==> src/ser_pkg.sv <==
// ***************************************
// Status event reporting constants
// ***************************************
package ser_pkg;
	localparam int EXT_W = 16;
	localparam int STD_W = 8;
	localparam int IDX_W = 4;
	localparam int ARG_W = 16;
	localparam int ERR_CODE_W = 16;
	localparam int ERR_TEXT_W = 8;
	localparam int ERRQ_DEPTH = 8;
	localparam int ERRQ_AW = 3;
	localparam int ERRQ_CW = 4;
	localparam int ERRQ_DW = ERR_CODE_W + ERR_TEXT_W;

	// Transition filter encodings
	localparam logic [1:0] FILT_NEVER = 2'h0;
	localparam logic [1:0] FILT_RISE = 2'h1;
	localparam logic [1:0] FILT_FALL = 2'h2;
	localparam logic [1:0] FILT_BOTH = 2'h3;

	// Standard event bit positions
	localparam int STD_OPC = 0;
	localparam int STD_QYE = 2;
	localparam int STD_DDE = 3;
	localparam int STD_EXE = 4;
	localparam int STD_CME = 5;
	localparam int STD_PON = 7;

	// Status byte bit positions
	localparam int SB_EAV = 2;
	localparam int SB_EES = 3;
	localparam int SB_MAV = 4;
	localparam int SB_ESB = 5;
	localparam int SB_MSS = 6;

	// Reset and fixed values
	localparam logic [EXT_W-1:0] EXT_MASK_RST = 16'h0000;
	localparam logic [STD_W-1:0] STD_MASK_RST = 8'h00;
	localparam logic [STD_W-1:0] SRQ_MASK_RST = 8'h00;
	localparam logic [STD_W-1:0] SRQ_WMASK = 8'hBF;
	localparam logic [STD_W-1:0] SB_USED = 8'h3C;
	localparam logic [1:0] FILT_RST = FILT_RISE;
	localparam logic QNONERR_RST = 1'b0;
	localparam logic TEXT_ATTACH_RST = 1'b1;
	localparam logic [ARG_W-1:0] OPT_NONE_ANS = 16'h0000;
	localparam logic [ARG_W-1:0] OPC_ANS = 16'h0001;
	localparam logic [ARG_W-1:0] TST_PASS = 16'h0000;
	localparam logic [ARG_W-1:0] TST_FAIL = 16'h0001;
	localparam logic [ERR_CODE_W-1:0] NO_ERROR_CODE = 16'h0000;

	typedef enum logic [4:0] {
		CMD_EXT_MASK_W, CMD_EXT_MASK_R, CMD_EXT_FLAGS_R, CMD_COND_R,
		CMD_FILT_W, CMD_FILT_R, CMD_ERR_R, CMD_QNONERR_W, CMD_QNONERR_R,
		CMD_TEXT_W, CMD_TEXT_R, CMD_CLEAR, CMD_STD_MASK_W, CMD_STD_MASK_R,
		CMD_STD_FLAGS_R, CMD_OPC, CMD_OPC_Q, CMD_OPT_Q, CMD_RESET,
		CMD_SRQ_MASK_W, CMD_SRQ_MASK_R, CMD_SB_R, CMD_TST_Q, CMD_WAIT, CMD_POLL
	} ser_cmd_t;

	function automatic logic ser_is_query(input ser_cmd_t c);
		unique case (c)
			CMD_EXT_MASK_R, CMD_EXT_FLAGS_R, CMD_COND_R, CMD_FILT_R, CMD_ERR_R,
			CMD_QNONERR_R, CMD_TEXT_R, CMD_STD_MASK_R, CMD_STD_FLAGS_R, CMD_OPC_Q,
			CMD_OPT_Q, CMD_SRQ_MASK_R, CMD_SB_R, CMD_TST_Q, CMD_POLL: ser_is_query = 1'b1;
			default: ser_is_query = 1'b0;
		endcase
	endfunction : ser_is_query
endpackage : ser_pkg

==> src/ser_errq_if.sv <==
`timescale 1ns/1ps
// ***************************************
// Error queue memory port
// ***************************************
interface ser_errq_if;
	import ser_pkg::*;
	logic we;
	logic [ERRQ_AW-1:0] waddr;
	logic [ERRQ_DW-1:0] wdata;
	logic [ERRQ_AW-1:0] raddr;
	logic [ERRQ_DW-1:0] rdata;
	modport ctrl (output we, output waddr, output wdata, output raddr, input rdata);
	modport mem (input we, input waddr, input wdata, input raddr, output rdata);
endinterface : ser_errq_if

==> src/ser_errq_mem.sv <==
`timescale 1ns/1ps
// ***************************************
// Error queue storage, registered read
// ***************************************
module ser_errq_mem
	import ser_pkg::*;
(
	input wire logic core_clk_i,
	ser_errq_if.mem port
);
	logic [ERRQ_DW-1:0] store [ERRQ_DEPTH];

	// No reset on the array; occupancy lives in the controller
	always_ff @(posedge core_clk_i) begin
		if (port.we) begin
			store[port.waddr] <= port.wdata;
		end
	end

	// Read before write on a shared address
	always_ff @(posedge core_clk_i) begin
		port.rdata <= store[port.raddr];
	end
endmodule : ser_errq_mem

==> src/ser_core.sv <==
`timescale 1ns/1ps
module ser_core
	import ser_pkg::*;
(
	input wire logic core_clk_i,
	input wire logic sys_rst_i,
	input wire logic cmd_valid_i,
	input wire ser_cmd_t cmd_code_i,
	input wire logic [ARG_W-1:0] cmd_arg_i,
	input wire logic [IDX_W-1:0] cmd_index_i,
	input wire logic msg_first_i,
	input wire logic msg_end_i,
	input wire logic [EXT_W-1:0] cond_i,
	input wire logic cmd_error_i,
	input wire logic exec_error_i,
	input wire logic dev_error_i,
	input wire logic query_error_i,
	input wire logic msg_avail_i,
	input wire logic err_push_i,
	input wire logic err_is_error_i,
	input wire logic [ERR_CODE_W-1:0] err_code_i,
	input wire logic [ERR_TEXT_W-1:0] err_text_i,
	input wire logic selftest_fail_i,
	output logic resp_valid_o,
	output logic [ARG_W-1:0] resp_data_o,
	output logic [ERR_TEXT_W-1:0] resp_text_o,
	output logic resp_text_valid_o,
	output logic out_queue_clear_o,
	output logic srq_o,
	output logic [STD_W-1:0] status_byte_o
);
	// ***************************************
	// Command decode
	// ***************************************
	logic take;
	logic is_query;
	logic do_clear;
	logic do_reset;
	assign take = cmd_valid_i;
	assign is_query = take && ser_is_query(cmd_code_i);
	assign do_clear = take && (cmd_code_i == CMD_CLEAR);
	assign do_reset = take && (cmd_code_i == CMD_RESET);

	logic bad_code;
	always_comb begin
		bad_code = 1'b1;
		if (cmd_code_i inside {[CMD_EXT_MASK_W:CMD_POLL]}) begin
			bad_code = 1'b0;
		end
	end

	// ***************************************
	// Settings
	// ***************************************
	logic [EXT_W-1:0] ext_event_mask_cmd;
	logic [STD_W-1:0] std_mask;
	logic [STD_W-1:0] srq_mask;
	logic queue_nonerror_store;
	logic error_text_attach;
	logic [1:0] filt [EXT_W];

	always_ff @(posedge core_clk_i or posedge sys_rst_i) begin
		if (sys_rst_i) begin
			ext_event_mask_cmd <= EXT_MASK_RST;
		end else if (do_reset) begin
			ext_event_mask_cmd <= EXT_MASK_RST;
		end else if (take && cmd_code_i == CMD_EXT_MASK_W) begin
			ext_event_mask_cmd <= cmd_arg_i;
		end
	end

	always_ff @(posedge core_clk_i or posedge sys_rst_i) begin
		if (sys_rst_i) begin
			std_mask <= STD_MASK_RST;
		end else if (do_reset) begin
			std_mask <= STD_MASK_RST;
		end else if (take && cmd_code_i == CMD_STD_MASK_W) begin
			std_mask <= cmd_arg_i[STD_W-1:0];
		end
	end

	always_ff @(posedge core_clk_i or posedge sys_rst_i) begin
		if (sys_rst_i) begin
			srq_mask <= SRQ_MASK_RST;
		end else if (do_reset) begin
			srq_mask <= SRQ_MASK_RST;
		end else if (take && cmd_code_i == CMD_SRQ_MASK_W) begin
			srq_mask <= cmd_arg_i[STD_W-1:0] & SRQ_WMASK;
		end
	end

	always_ff @(posedge core_clk_i or posedge sys_rst_i) begin
		if (sys_rst_i) begin
			queue_nonerror_store <= QNONERR_RST;
			error_text_attach <= TEXT_ATTACH_RST;
		end else if (do_reset) begin
			queue_nonerror_store <= QNONERR_RST;
			error_text_attach <= TEXT_ATTACH_RST;
		end else if (take && cmd_code_i == CMD_QNONERR_W) begin
			queue_nonerror_store <= cmd_arg_i[0];
		end else if (take && cmd_code_i == CMD_TEXT_W) begin
			error_text_attach <= cmd_arg_i[0];
		end
	end

	// ***************************************
	// Condition register and filters
	// ***************************************
	logic [EXT_W-1:0] cond_q;
	logic [EXT_W-1:0] cond_prev;
	logic [EXT_W-1:0] ext_set;

	// Sampled once so one change is seen exactly once
	always_ff @(posedge core_clk_i or posedge sys_rst_i) begin
		if (sys_rst_i) begin
			cond_q <= '0;
			cond_prev <= '0;
		end else begin
			cond_q <= cond_i;
			cond_prev <= cond_q;
		end
	end

	genvar g;
	generate
		for (g = 0; g < EXT_W; g++) begin : g_filt
			always_ff @(posedge core_clk_i or posedge sys_rst_i) begin
				if (sys_rst_i) begin
					filt[g] <= FILT_RST;
				end else if (do_reset) begin
					filt[g] <= FILT_RST;
				end else if (take && cmd_code_i == CMD_FILT_W && cmd_index_i == IDX_W'(g)) begin
					filt[g] <= cmd_arg_i[1:0];
				end
			end

			always_comb begin
				unique case (filt[g])
					FILT_RISE: ext_set[g] = cond_q[g] && !cond_prev[g];
					FILT_FALL: ext_set[g] = !cond_q[g] && cond_prev[g];
					FILT_BOTH: ext_set[g] = cond_q[g] != cond_prev[g];
					FILT_NEVER: ext_set[g] = 1'b0;
				endcase
			end
		end
	endgenerate

	// ***************************************
	// Event registers
	// ***************************************
	logic [EXT_W-1:0] ext_flags;
	logic [STD_W-1:0] std_flags;
	logic [STD_W-1:0] std_set;
	logic pon_q;
	logic opt_seen;

	// New events win over a clear in the same cycle
	always_ff @(posedge core_clk_i or posedge sys_rst_i) begin
		if (sys_rst_i) begin
			ext_flags <= '0;
		end else if (do_clear || (take && cmd_code_i == CMD_EXT_FLAGS_R)) begin
			ext_flags <= ext_set;
		end else begin
			ext_flags <= ext_flags | ext_set;
		end
	end

	always_ff @(posedge core_clk_i or posedge sys_rst_i) begin
		if (sys_rst_i) begin
			pon_q <= 1'b1;
		end else begin
			pon_q <= 1'b0;
		end
	end

	// Query after the options query inside one message
	always_ff @(posedge core_clk_i or posedge sys_rst_i) begin
		if (sys_rst_i) begin
			opt_seen <= 1'b0;
		end else if (msg_end_i) begin
			opt_seen <= 1'b0;
		end else if (take && cmd_code_i == CMD_OPT_Q) begin
			opt_seen <= 1'b1;
		end
	end

	always_comb begin
		std_set = '0;
		std_set[STD_OPC] = take && cmd_code_i == CMD_OPC;
		std_set[STD_QYE] = query_error_i || (is_query && opt_seen);
		std_set[STD_DDE] = dev_error_i;
		std_set[STD_EXE] = exec_error_i;
		std_set[STD_CME] = cmd_error_i || (take && bad_code);
		std_set[STD_PON] = pon_q;
	end

	always_ff @(posedge core_clk_i or posedge sys_rst_i) begin
		if (sys_rst_i) begin
			std_flags <= '0;
		end else if (do_clear || (take && cmd_code_i == CMD_STD_FLAGS_R)) begin
			std_flags <= std_set;
		end else begin
			std_flags <= std_flags | std_set;
		end
	end

	// ***************************************
	// Error queue, newest entry on top
	// ***************************************
	ser_errq_if errq ();
	ser_errq_mem u_errq_mem (
		.core_clk_i(core_clk_i),
		.port(errq.mem)
	);

	logic [ERRQ_CW-1:0] errq_cnt;
	logic [ERRQ_CW-1:0] next_errq_cnt;
	logic errq_push;
	logic errq_pop;
	logic errq_empty;
	logic errq_full;
	assign errq_empty = errq_cnt == '0;
	assign errq_full = errq_cnt == ERRQ_CW'(ERRQ_DEPTH);
	assign errq_push = err_push_i && (err_is_error_i || queue_nonerror_store);
	assign errq_pop = take && cmd_code_i == CMD_ERR_R && !errq_empty;

	// A full queue overwrites its newest slot; older errors survive
	always_comb begin
		next_errq_cnt = errq_cnt;
		errq.waddr = ERRQ_AW'(errq_cnt);
		if (do_clear) begin
			next_errq_cnt = {{(ERRQ_CW-1){1'b0}}, errq_push};
			errq.waddr = '0;
		end else if (errq_pop) begin
			errq.waddr = ERRQ_AW'(errq_cnt - 1'b1);
			if (!errq_push) begin
				next_errq_cnt = errq_cnt - 1'b1;
			end
		end else if (errq_push) begin
			if (errq_full) begin
				errq.waddr = ERRQ_AW'(errq_cnt - 1'b1);
			end else begin
				next_errq_cnt = errq_cnt + 1'b1;
			end
		end
	end

	assign errq.we = errq_push;
	assign errq.wdata = {err_code_i, err_text_i};
	assign errq.raddr = ERRQ_AW'(errq_cnt - 1'b1);

	always_ff @(posedge core_clk_i or posedge sys_rst_i) begin
		if (sys_rst_i) begin
			errq_cnt <= '0;
		end else begin
			errq_cnt <= next_errq_cnt;
		end
	end

	// ***************************************
	// Status byte and service request
	// ***************************************
	logic [STD_W-1:0] sb_low;
	logic mss;
	logic mss_prev;
	logic rqs;
	logic poll;
	assign poll = take && cmd_code_i == CMD_POLL;

	always_comb begin
		sb_low = '0;
		sb_low[SB_EAV] = !errq_empty;
		sb_low[SB_EES] = |(ext_flags & ext_event_mask_cmd);
		sb_low[SB_MAV] = msg_avail_i;
		sb_low[SB_ESB] = |(std_flags & std_mask);
	end

	assign mss = |(sb_low & srq_mask);

	// Summary rise beats a poll landing in the same cycle
	always_ff @(posedge core_clk_i or posedge sys_rst_i) begin
		if (sys_rst_i) begin
			mss_prev <= 1'b0;
			rqs <= 1'b0;
		end else begin
			mss_prev <= mss;
			if (mss && !mss_prev) begin
				rqs <= 1'b1;
			end else if (poll || !mss) begin
				rqs <= 1'b0;
			end
		end
	end

	always_ff @(posedge core_clk_i or posedge sys_rst_i) begin
		if (sys_rst_i) begin
			status_byte_o <= '0;
			srq_o <= 1'b0;
		end else begin
			status_byte_o <= sb_low | (STD_W'(mss) << SB_MSS);
			srq_o <= rqs;
		end
	end

	// ***************************************
	// Responses and output queue clear
	// ***************************************
	logic [ARG_W-1:0] ans;
	logic [ARG_W-1:0] resp_data_q;
	logic err_sel;

	always_comb begin
		ans = '0;
		unique case (cmd_code_i)
			CMD_EXT_MASK_R: ans = ext_event_mask_cmd;
			CMD_EXT_FLAGS_R: ans = ext_flags;
			CMD_COND_R: ans = cond_q;
			CMD_FILT_R: ans = ARG_W'(filt[cmd_index_i]);
			CMD_QNONERR_R: ans = ARG_W'(queue_nonerror_store);
			CMD_TEXT_R: ans = ARG_W'(error_text_attach);
			CMD_STD_MASK_R: ans = ARG_W'(std_mask);
			CMD_STD_FLAGS_R: ans = ARG_W'(std_flags);
			CMD_OPC_Q: ans = OPC_ANS;
			CMD_OPT_Q: ans = OPT_NONE_ANS;
			CMD_SRQ_MASK_R: ans = ARG_W'(srq_mask);
			CMD_SB_R: ans = ARG_W'(sb_low | (STD_W'(mss) << SB_MSS));
			CMD_TST_Q: ans = selftest_fail_i ? TST_FAIL : TST_PASS;
			CMD_POLL: ans = ARG_W'(sb_low | (STD_W'(rqs) << SB_MSS));
			CMD_ERR_R: ans = NO_ERROR_CODE;
			default: ans = '0;
		endcase
	end

	// Wait and operation complete need no pending state here
	always_ff @(posedge core_clk_i or posedge sys_rst_i) begin
		if (sys_rst_i) begin
			resp_valid_o <= 1'b0;
			resp_data_q <= '0;
			err_sel <= 1'b0;
			out_queue_clear_o <= 1'b0;
		end else begin
			resp_valid_o <= is_query;
			resp_data_q <= ans;
			err_sel <= errq_pop;
			out_queue_clear_o <= do_clear && msg_first_i;
		end
	end

	// Error reads take the registered memory word directly
	always_comb begin
		resp_text_o = '0;
		resp_text_valid_o = 1'b0;
		if (err_sel) begin
			resp_text_valid_o = error_text_attach;
			if (error_text_attach) begin
				resp_text_o = errq.rdata[ERR_TEXT_W-1:0];
			end
		end
	end

	// Code comes from the memory's read register, so the answer still leaves a flop
	assign resp_data_o = err_sel ? errq.rdata[ERRQ_DW-1:ERR_TEXT_W] : resp_data_q;
endmodule : ser_core

==> config.mk <==
export PLATFORM = sky130hd
export DESIGN_NAME = ser_core
export DESIGN_NICKNAME = d
export VERILOG_FILES = /design/src/ser_pkg.sv /design/src/ser_errq_if.sv /design/src/ser_errq_mem.sv /design/src/ser_core.sv
export SDC_FILE = /design/constraint.sdc
export NUM_CORES = 1
export LEC_CHECK = 0
export ABC_AREA = 1
export BUFFER_PORTS_ARGS = -buffer_cell sky130_fd_sc_hd__buf_4
export CORE_MARGIN = 3
export CORE_UTILIZATION = 53
export DETAILED_ROUTE_END_ITERATION = 8
export PLACE_DENSITY_LB_ADDON = 0.3
export SETUP_SLACK_MARGIN = 0.5
export SLEW_MARGIN = 20
export SYNTH_ARGS = -nofsm -noshare
export SYNTH_HDL_FRONTEND = slang
export SYNTH_SLANG_ARGS = --single-unit
==> constraint.sdc <==
create_clock -name core_clk_i -period 7.5 [get_ports core_clk_i]
set_clock_uncertainty 0.05 [all_clocks]
set_input_delay 0.375 -clock core_clk_i [delete_from_list [all_inputs] [get_ports core_clk_i]]
set_output_delay 0.375 -clock core_clk_i [all_outputs]
set_load 0.02 [all_outputs]
## After elaboration in Yosys (flattened, before gate mapping)

Memories as Yosys holds them, arrays and structs flattened. A register that Yosys moved wholly into a read port is not among the register bits.
Index checks and enable logic that the tools add are counted.

| operators by class | value |
|---|---|
| add/subtract/negate cells | 2 |
| $lt $le $gt $ge | 3 |
| equal/unequal tests | 106 |
| muxes and demuxes | 86 |
| bitwise gates (word level) | 9 |
| reductions and logical operators | 159 |

Operators with widths:

| cell | count |
|---|---|
| one-hot mux 16 bit (13 select lines) | 1 |
| logical AND 1 bit | 70 |
| 2-to-1 mux 2 bit | 34 |
| equality test 2 bit, second input constant | 32 |
| 2-to-1 mux 16 bit | 4 |
| one-hot mux 1 bit (4 select lines) | 16 |
| 2-to-1 mux 8 bit | 7 |
| nonzero test 2 bit | 23 |
| equality test 5 x 4 -> 1 bit, second input constant | 8 |
| equality test 5 bit, second input constant | 8 |
| equality test 4 bit, second input constant | 9 |
| zero test 1 bit | 35 |
| equality test 2 x 1 -> 1 bit, second input constant | 16 |
| zero test 2 bit | 16 |
| bitwise OR 6 x 7 -> 7 bit | 3 |
| equality test 5 x 3 -> 1 bit, second input constant | 4 |
| 2-to-1 mux 4 bit | 5 |
| bitwise AND 16 bit | 1 |
| equality test 4 x 3 -> 1 bit, second input constant | 4 |
| != test 1 bit | 16 |
| bitwise OR 16 bit | 1 |
| OR reduction 16 bit | 1 |
| OR reduction 8 bit | 2 |
| 2-to-1 mux 1 bit | 14 |
| other kinds (23) | 35 |

| storage, ports and cells | value |
|---|---|
| bits in registers | 157 |
| RAM bits | 192 |
| memory bits (read-only) | 32 |
| output and inout bits | 36 |
| memories | 2 |

Memories:

| memory | depth | width | rd ports | clocked after memory_dff | write ports | line | RTL |
|---|---|---|---|---|---|---|---|
| u_errq_mem.store | 8 | 24 | 1 | 1 | 1 | ser_errq_mem.sv:11 | `logic [ERRQ_DW-1:0] store [ERRQ_DEPTH];` |
| (name not given) | 32 | 1 | 1 | 0 | 0 | ser_pkg.sv:61 | `unique case (c)` |

## Depth between registers and ports, before layout

Gate-level depths: netlist (run 1).

| depth | value |
|---|---|
| depth in word-level cells | 8 |
| gate-level depth with buffers | 12 |

## Modules after synthesis

Synthesis (run 1) repeated with hierarchy kept, for this count alone.

| unflattened totals | value |
|---|---|
| cells, all modules | 1812 |
| area total of the unflattened synthesis | 16716.0 um2 |

By module, submodules not included:

| module | times used | cells each | area an instance (um2) |
|---|---|---|---|
| ser_errq_mem | 1 | 872 | 8906.0 |
| ser_core | 1 | 940 | 7810.0 |

## Worst setup path after synthesis (run 1)

Ideal clock, no wire load.

| timing path | value |
|---|---|
| kind | flip-flop to flip-flop |
| start | register errq_cnt[0] |
| end | memory u_errq_mem.store[2][0] in the netlist's numbering, enable pin |
| setup time | 405 ps |
| arrival | 2910 ps |
| required time | 7045 ps |
| slack | 4136 ps |
| stages on the path, launching flop included | 11 |
| buffers on the path | 2 |
| cells stage by stage | dfrtp_1 > buf_2 > inv_2 > clkbuf_1 > ha_1 > nand3_1 > nand2_2 > nand2_2 > a21oi_1 > nand3_1 > nor2_1 |

| on the way | value |
|---|---|
| longest elaborated chain between the ends | 5 |
| elaborated cells on any way between the ends | 9 |

Ends and longest elaborated chain:

| item | line | RTL |
|---|---|---|
| start, declared | ser_core.sv:216 | `logic [ERRQ_CW-1:0] errq_cnt;` |
| start signal, assigned | ser_core.sv:256 | `errq_cnt <= next_errq_cnt;` |
| zero test 4 bit | ser_core.sv:222 | `assign errq_empty = errq_cnt == '0;` |
| zero test 1 bit | -- |  |
| via sb_low[2] | ser_core.sv:263 | `logic [STD_W-1:0] sb_low;` |
| logical AND 1 bit | ser_core.sv:225 | `assign errq_pop = take && cmd_code_i == CMD_ERR_R && !errq_empty;` |
| 2-to-1 mux 3 bit | ser_core.sv:234 | `end else if (errq_pop) begin` |
| 2-to-1 mux 3 bit | ser_core.sv:231 | `if (do_clear) begin` |
| end, declared | ser_errq_mem.sv:11 |  |

The timed path passes the listed nets, and every way through them passes these cells.

## Final worst setup path (run 1)

| timing path | value |
|---|---|
| start | register errq_cnt[0] |
| end | memory u_errq_mem.store[4][0] in the netlist's numbering, enable pin |

| on the way | value |
|---|---|
| longest elaborated chain between the ends | 5 |
| elaborated cells on any way between the ends | 9 |

Ends and longest elaborated chain:

| item | line |
|---|---|
| subtractor 4 x 1 -> 4 bit, or another cell as far along | ser_core.sv:235, ser_core.sv:241 |
| 2-to-1 mux 3 bit or zero test 1 bit (tied branches) | ser_core.sv:240, ser_core.sv:225 |
| 2-to-1 mux 3 bit or logical AND 1 bit (tied branches) | ser_core.sv:239, ser_core.sv:225 |
| 2-to-1 mux 3 bit * | ser_core.sv:234 |
| 2-to-1 mux 3 bit * | ser_core.sv:231 |

Mark *: on every way between the ends. The rest lies on a longest branch, timed or not.

==> run_results.csv, run 1 <==
group,metric,value,unit
run_status,status,"finished clean",
sta,slew_violations,0,
placed_design,place_ws,3450,ps
synth,synth-edff-count,192,
synth,synth-seq-cells,367,
power_and_ir_drop,ir_drop,245,uV
worst_setup_path,required,7660,ps
global_route,antenna_found_initial,1,
clocking,clock_path_buffers,3,
drt,top_layer,"met4",
sta,worst_slew_pin_slew,1010,ps
global_route,grt-ovfl-total,0,
synth,synth_top_family_by_area,"simple AND/OR/NAND/NOR gates",
synth,ys.flop_type,"edfxtp_1",
power_and_ir_drop,power.leakage,8.04,nW
worst_setup_path,path_max_fanout,102,
worst_setup_path,critPathLaunchType,"flip-flop",
synth,async_flop_share,41.1,%
sta,finalCriticalPeriod,4030,ps
floorplanning,io_pins,114,
synth,synth_cells,1524,
clocking,postCtsSetupBuffers,0,
synth,synth_compound_area_share,12.6,%
worst_setup_path,critPathCaptureType,"flip-flop",
layout,diodes,0,
worst_setup_path,worstPathArrival,4200,ps
synth,synth_largest_area_cell,"edfxtp_1",
placed_design,place.gp.congestion,0.934,
synth,yosys_warnings,0,
worst_setup_path,crit_start,"errq_cnt[0]",
synth,ys_types,43,
clocking,clock-root-buffer,"clkbuf_16",
synth,yosys.area_share.adder,3.09,%
global_route,grt_start_max_net_pins,103,
power_and_ir_drop,powerDensity,348,nW/um^2
drt,wl_met2,18200,um
drt,met3WireLength,2870,um
floorplanning,initial_utilization,54.3,%
global_route,grt_pass1_vias,11100,
clocking,cts_tree,"yes",
synth,yosys-top-cells-area,"edfxtp_1 37%, dfrtp_1 21%, nand2_1 7.2%",
drt,drc,0,
clocking,clk_pin_slew,60,ps
floorplanning,row_count,62,
drt,wl,39300,um
sta,layout_setup_ws,3470,ps
clocking,cts_resized,0,
clocking,cts_sinks,367,
clocking,cts_buffers,39,
synth,synth_seq_area_share,63.7,%
global_route,grt_pass1_wl,60600,um
worst_setup_path,crit_end,"u_errq_mem.store[4][0]",
drt,ant_nets,0,
sta,max_freq,248,MHz
drt,wl_per_cell,19.0,um
clocking,clk_latency,560,ps
drt,drtIter0Drc,1055,
min_path,min_path_type,"input pin to flip-flop",
clocking,cts_hold_buf,25,
drt,m1WireLength,17200,um
synth,synth_top_area_share,36.6,%
sta,relSlewSlack,32.6,%
sta,setup_viol,0,
worst_setup_path,critical_path_class,"flip-flop to flip-flop",
synth,synthSimpleGateAreaFrac,13.5,%
worst_setup_path,regToRegSetupSlack,3470,ps
sta,fin_crit_sh,53.8,%
min_path,hp-start,"cmd_error_i",
drt,viasPerCell,5.58,
layout,area_delta_synth_final,18.0,%
drt,dr.pass1.iters,5,
floorplanning,coreArea,29000,sq um
job,drv_cap,0,
floorplanning,die_area,31900,sq um
sta,setup_tns,0,ps
worst_setup_path,r2r_cells,9,
layout,drive_above_1_share,16.5,%
synth,synth_area,15800,sq um
clocking,cts_max_level,2,
placed_design,port-buffer-count,110,
sta,finalHoldViolCount,0,
floorplanning,die_h,178,um
worst_setup_path,rr_endpoint,"u_errq_mem.store[4][0]",
synth,synth-xor-area-share,0.214,%
synth,synth_mux_area_share,1.36,%
sta,rsz0062_at_grt,"false",
drt,num_vias,11600,
layout,layout.nets,1775,
global_route,track_usage,24.4,%
worst_setup_path,r2r-start,"errq_cnt[0]",
floorplanning,die_x,178,um
placed_design,dp_hpwl,25200,um
synth,avgSynthCellArea,10.3,sq um
[cells in the final DEF (no fill, tap or decap), drive strengths merged, types with 24 or more instances in the layout]
cell type,instances
inv,151
buf,127
nor2,164
ha,39
edfxtp,192
o21ai,219
dfrtp,133
a21oi,48
dfxtp,24
clkbuf,51
nand2,310
dlygate4sd3,25
o22ai,54
nand3,45
[per-layer routing]
metal	GRT usage (%)	up-vias
met3	4.19	77
met2	37.7	473
li1	-	5417
met1	35.7	5603
met4	7.53	0
met5	0	-
[cell type report]
type | instances | area, sq um
clock buffers | 51 | 1080
clock inverters | 21 | 334
fillers | 2275 | 10400
inverters | 151 | 573
multi-input cells | 947 | 4880
flip-flops and latches | 367 | 10000
well taps | 384 | 480
repair buffers | 152 | 1210
[how the worst min path moves through the flow]
stage,endpoint,cells after the start
final,std_flags[5],2
after detailed placement,cond_prev[6],0
after global routing,std_flags[5],2
after CTS,std_flags[4],2
after global placement,srq_o,0
after floorplan,srq_o,0
[cells by family (layout without fill, tap and decap cells)]
logic type | after synthesis | after routing
AO/OA/AOI/OAI | 353 | 353
XOR/XNOR | 3 | 3
adder cells (fa/ha/maj) | 39 | 39
buffers and inverters | 213 | 375
flip-flops | 367 | 367
multiplexers | 19 | 19
other | 1 | 4
AND/OR/NAND/NOR | 529 | 529
[sequential cells by signal, indices dropped and copies added, names as in the netlist, 4 cells and up]
name                   flops
u_errq_mem.port.rdata     24
cond_prev                 16
errq_cnt                   4
srq_mask                   7
std_mask                   8
std_flags                  6
cond_q                    16
filt                      32
u_errq_mem.store         192
resp_data_q               16
status_byte_o              5
ext_flags                 16
ext_event_mask_cmd        16
[power breakdown]
group / switching, W / internal, W / total, W / leakage, nW
Sequential: 0.000165 / 0.00246 / 0.00263 / 3.69
Clock: 0.000814 / 0.00127 / 0.00209 / 0.695
Combinational: 0.00119 / 0.000574 / 0.00177 / 3.66
Total: 0.00217 / 0.00431 / 0.00648 / 8.04
[worst max-delay path, cell delays in order (launching register included)]
cell and delay, ps:
dfrtp_2 340, buf_4 720, inv_2 70, ha_1 800
buf_4 400, nand2_1 90, nand3_1 100, nand2_1 110
nor2_2 620, buf_4 350
[metrics by stage]
step	hold slack (ps)	total power [W]	area [sq um]	instances	util (%)
3_3_place_gp	338	0.00434	16900	1976	58.4
5_1_grt	4.76	0.00682	18600	2073	64.1
3_5_place_dp	345	0.00439	16900	1976	58.4
4_1_cts	1.59	0.00649	18600	2073	64.1
2_1_floorplan	319	0.00385	15800	1527	-
6_report	16.6	0.00648	18600	2073	64.1
[cell usage after synthesis, drive strengths merged (19+ instances only)]
master / n
dfxtp: 24
nor2: 164
edfxtp: 192
buf: 27
inv: 149
clkbuf: 35
ha: 39
o21ai: 219
a21oi: 48
o22ai: 54
nand2: 310
dfrtp: 133
nand3: 45
mux2: 19
Note: power is estimated with default switching activity, not from simulation.
==> inputs of run 2 (changes only) <==
Clock period 7.5 ns to 3.6 ns, I/O delays scaled along.
==> run 2 against run 1 <==
  * Utilization rose by 1.2 points
  * Final cell count rose by 2.2%
  * First-iteration DRC count rose by 7.7%
  * Combinational power rose by 120%
  * Largest cell class unchanged
  * Total power rose by 100%
  * Largest power group unchanged
==> run_results.csv, run 2 (synthesis results as in run 1) <==
group,metric,value,unit
run_status,status,"finished clean",
global_route,grt_pass1_wl,61900,um
min_path,hold_depth,4,
layout,largest_registers,"u_errq_mem.store: 192 flops, filt: 32 flops, u_errq_mem.port.rdata: 24 flops",
power_and_ir_drop,ir_drop,558,uV
power_and_ir_drop,power.leakage,8.18,nW
layout,diodes,0,
min_path,hold-path-endpoint,"resp_valid_o",
global_route,antenna_found_initial,1,
global_route,grt-ovfl-total,0,
drt,ant_nets,0,
worst_setup_path,critPathCaptureType,"flip-flop",
worst_setup_path,r2r_cells,10,
layout,multi_input_area,4880,sq um
worst_setup_path,path_max_fanout,16,
placed_design,dp_hpwl,26500,um
floorplanning,die_h,178,um
clocking,clock_path_buffers,3,
sta,worst_slew_pin_slew,1030,ps
worst_setup_path,r2r-start,"errq_cnt[1]",
placed_design,port-buffer-count,110,
power_and_ir_drop,p_clk_share,29.6,%
layout,largest_register_ffs,192,
worst_setup_path,regToRegSetupSlack,720,ps
worst_setup_path,crit_start,"errq_cnt[1]",
floorplanning,initial_utilization,54.3,%
sta,setup_viol,0,
worst_setup_path,worstPathArrival,3060,ps
job,drv_cap,0,
layout,drive_above_1_share,16.5,%
worst_setup_path,path_cells,"inv_1 -> ha_1 -> nand3_1 -> buf_4 -> nand2_2 -> nand2_2 -> nand2_1 -> nand4_1 -> nor2_2 -> buf_12",
clocking,clock-root-buffer,"clkbuf_16",
layout,mostFrequentLayoutCells,"303 x nand2_1, 193 x o21ai_0, 192 x edfxtp_1, 149 x nor2_1, 143 x inv_1",
drt,dr.pass1.iters,6,
power_and_ir_drop,powerDensity,699,nW/um^2
min_path,hp-start,"cmd_code_i[4]",
layout,layout.nets,1821,
clocking,cts_max_level,2,
sta,finalHoldViolCount,0,
worst_setup_path,critPathSlowestCell,"nor2_2",
worst_setup_path,critical_path_class,"flip-flop to flip-flop",
global_route,grt_pass1_vias,11400,
worst_setup_path,rr_endpoint,"u_errq_mem.store[3][1]",
drt,drtIter0Drc,1136,
layout,final_common_cell,"nand2_1",
layout,final_core_util,65.3,%
clocking,cts_buffers,39,
power_and_ir_drop,p_sw,0.00451,W
sta,relSlewSlack,31.5,%
sta,slew_violations,0,
min_path,min_path_type,"input pin to flip-flop",
clocking,clk_pin_slew,60,ps
sta,max_freq,347,MHz
layout,area_delta_synth_final,20.2,%
clocking,clk_latency,530,ps
drt,wl_per_cell,18.9,um
worst_setup_path,required,3770,ps
global_route,track_usage,25.2,%
worst_setup_path,critPathMaxStageDelay,610,ps
sta,fin_crit_sh,80.1,%
floorplanning,row_count,62,
sta,rsz0062_at_grt,"false",
power_and_ir_drop,p_comb_share,29.0,%
clocking,postCtsSetupBuffers,0,
floorplanning,io_pins,114,
power_and_ir_drop,intPower,0.00872,W
drt,viasPerCell,5.58,
sta,finalCriticalPeriod,2880,ps
drt,wl,39900,um
drt,drc,0,
layout,seqCellArea,10000,sq um
sta,setup_tns,0,ps
floorplanning,coreArea,29000,sq um
clocking,cts_tree,"yes",
layout,nFillCells,2299,
layout,regMostFlops,"u_errq_mem.store",
placed_design,place.gp.congestion,0.927,
power_and_ir_drop,p_seq_share,41.3,%
worst_setup_path,crit_path_frequent_cell,"nand2_2",
worst_setup_path,critPathLaunchType,"flip-flop",
drt,num_vias,11800,
global_route,grt_start_max_net_pins,102,
power_and_ir_drop,swShare,34.1,%
floorplanning,die_x,178,um
clocking,cts_sinks,367,
floorplanning,die_area,31900,sq um
==> run 2: through the flow <==
stage,power [W],instance area (sq um),worst slack (ps),std cells,hold slack (ps)
6_report,0.0132,18900,716,2118,9.45
5_1_grt,0.0140,18900,532,2118,15.9
4_1_cts,0.0133,18900,707,2118,0.678
3_5_place_dp,0.00929,17000,736,1984,240
3_3_place_gp,0.00919,17000,841,1984,239
2_1_floorplan,0.00801,15800,236,1527,161
==> run 2: repair_timing <==
item	4_1_cts	5_1_grt
hold endpoints to repair	275	0
hold buffers	63	0
resized for setup	0	0
==> run 2: worst max path at each step <==
stage | to | slack, ps | cells past startpoint
after CTS | u_errq_mem.store[3][0] | 710 | 10
after detailed placement | u_errq_mem.store[3][1] | 740 | 10
final | u_errq_mem.store[3][1] | 720 | 10
after global placement | u_errq_mem.store[3][1] | 840 | 10
after floorplan | u_errq_mem.store[2][0] | 240 | 10
after global routing | u_errq_mem.store[0][7] | 530 | 7
==> run 2: final cells by class <==
class                           instances  share of cell area, %
Sequential cell                       367                   53.0
Multi-Input combinational cell        947                   25.8
Timing Repair Buffer                  198                   8.94
Clock buffer                           55                   5.95
Inverter                              151                   3.02
Tap cell                              384                   2.54
Clock inverter                         16                  0.746
==> run 2: metal layers <==
metal	vias up	GRT usage, %	part of all wire, %
li1	5521	-	-
met1	5703	35.7	43
met2	500	39.0	46
met3	93	5.24	8.2
met4	2	8.57	3.1
met5	-	0	0.025
==> run 2: power by group through the flow <==
| stage | Clock [W] | Combinational (W) | Sequential, W |
|---|---|---|---|
| final | 0.00392 | 0.00384 | 0.00547 |
| after global routing | 0.00415 | 0.00431 | 0.00553 |
| after CTS | 0.00398 | 0.00383 | 0.00547 |
| after detailed placement | 0 | 0.00375 | 0.00555 |
| after global placement | 0 | 0.00366 | 0.00553 |
| after floorplan | 0 | 0.00260 | 0.00542 |
==> run 2: critical path: cells and delay by family, from the launching register on <==
kind	cells	cell delay, ps
flops	1	410
fa+ha+maj	1	270
simple gates	6	1320
buf+inv	3	540
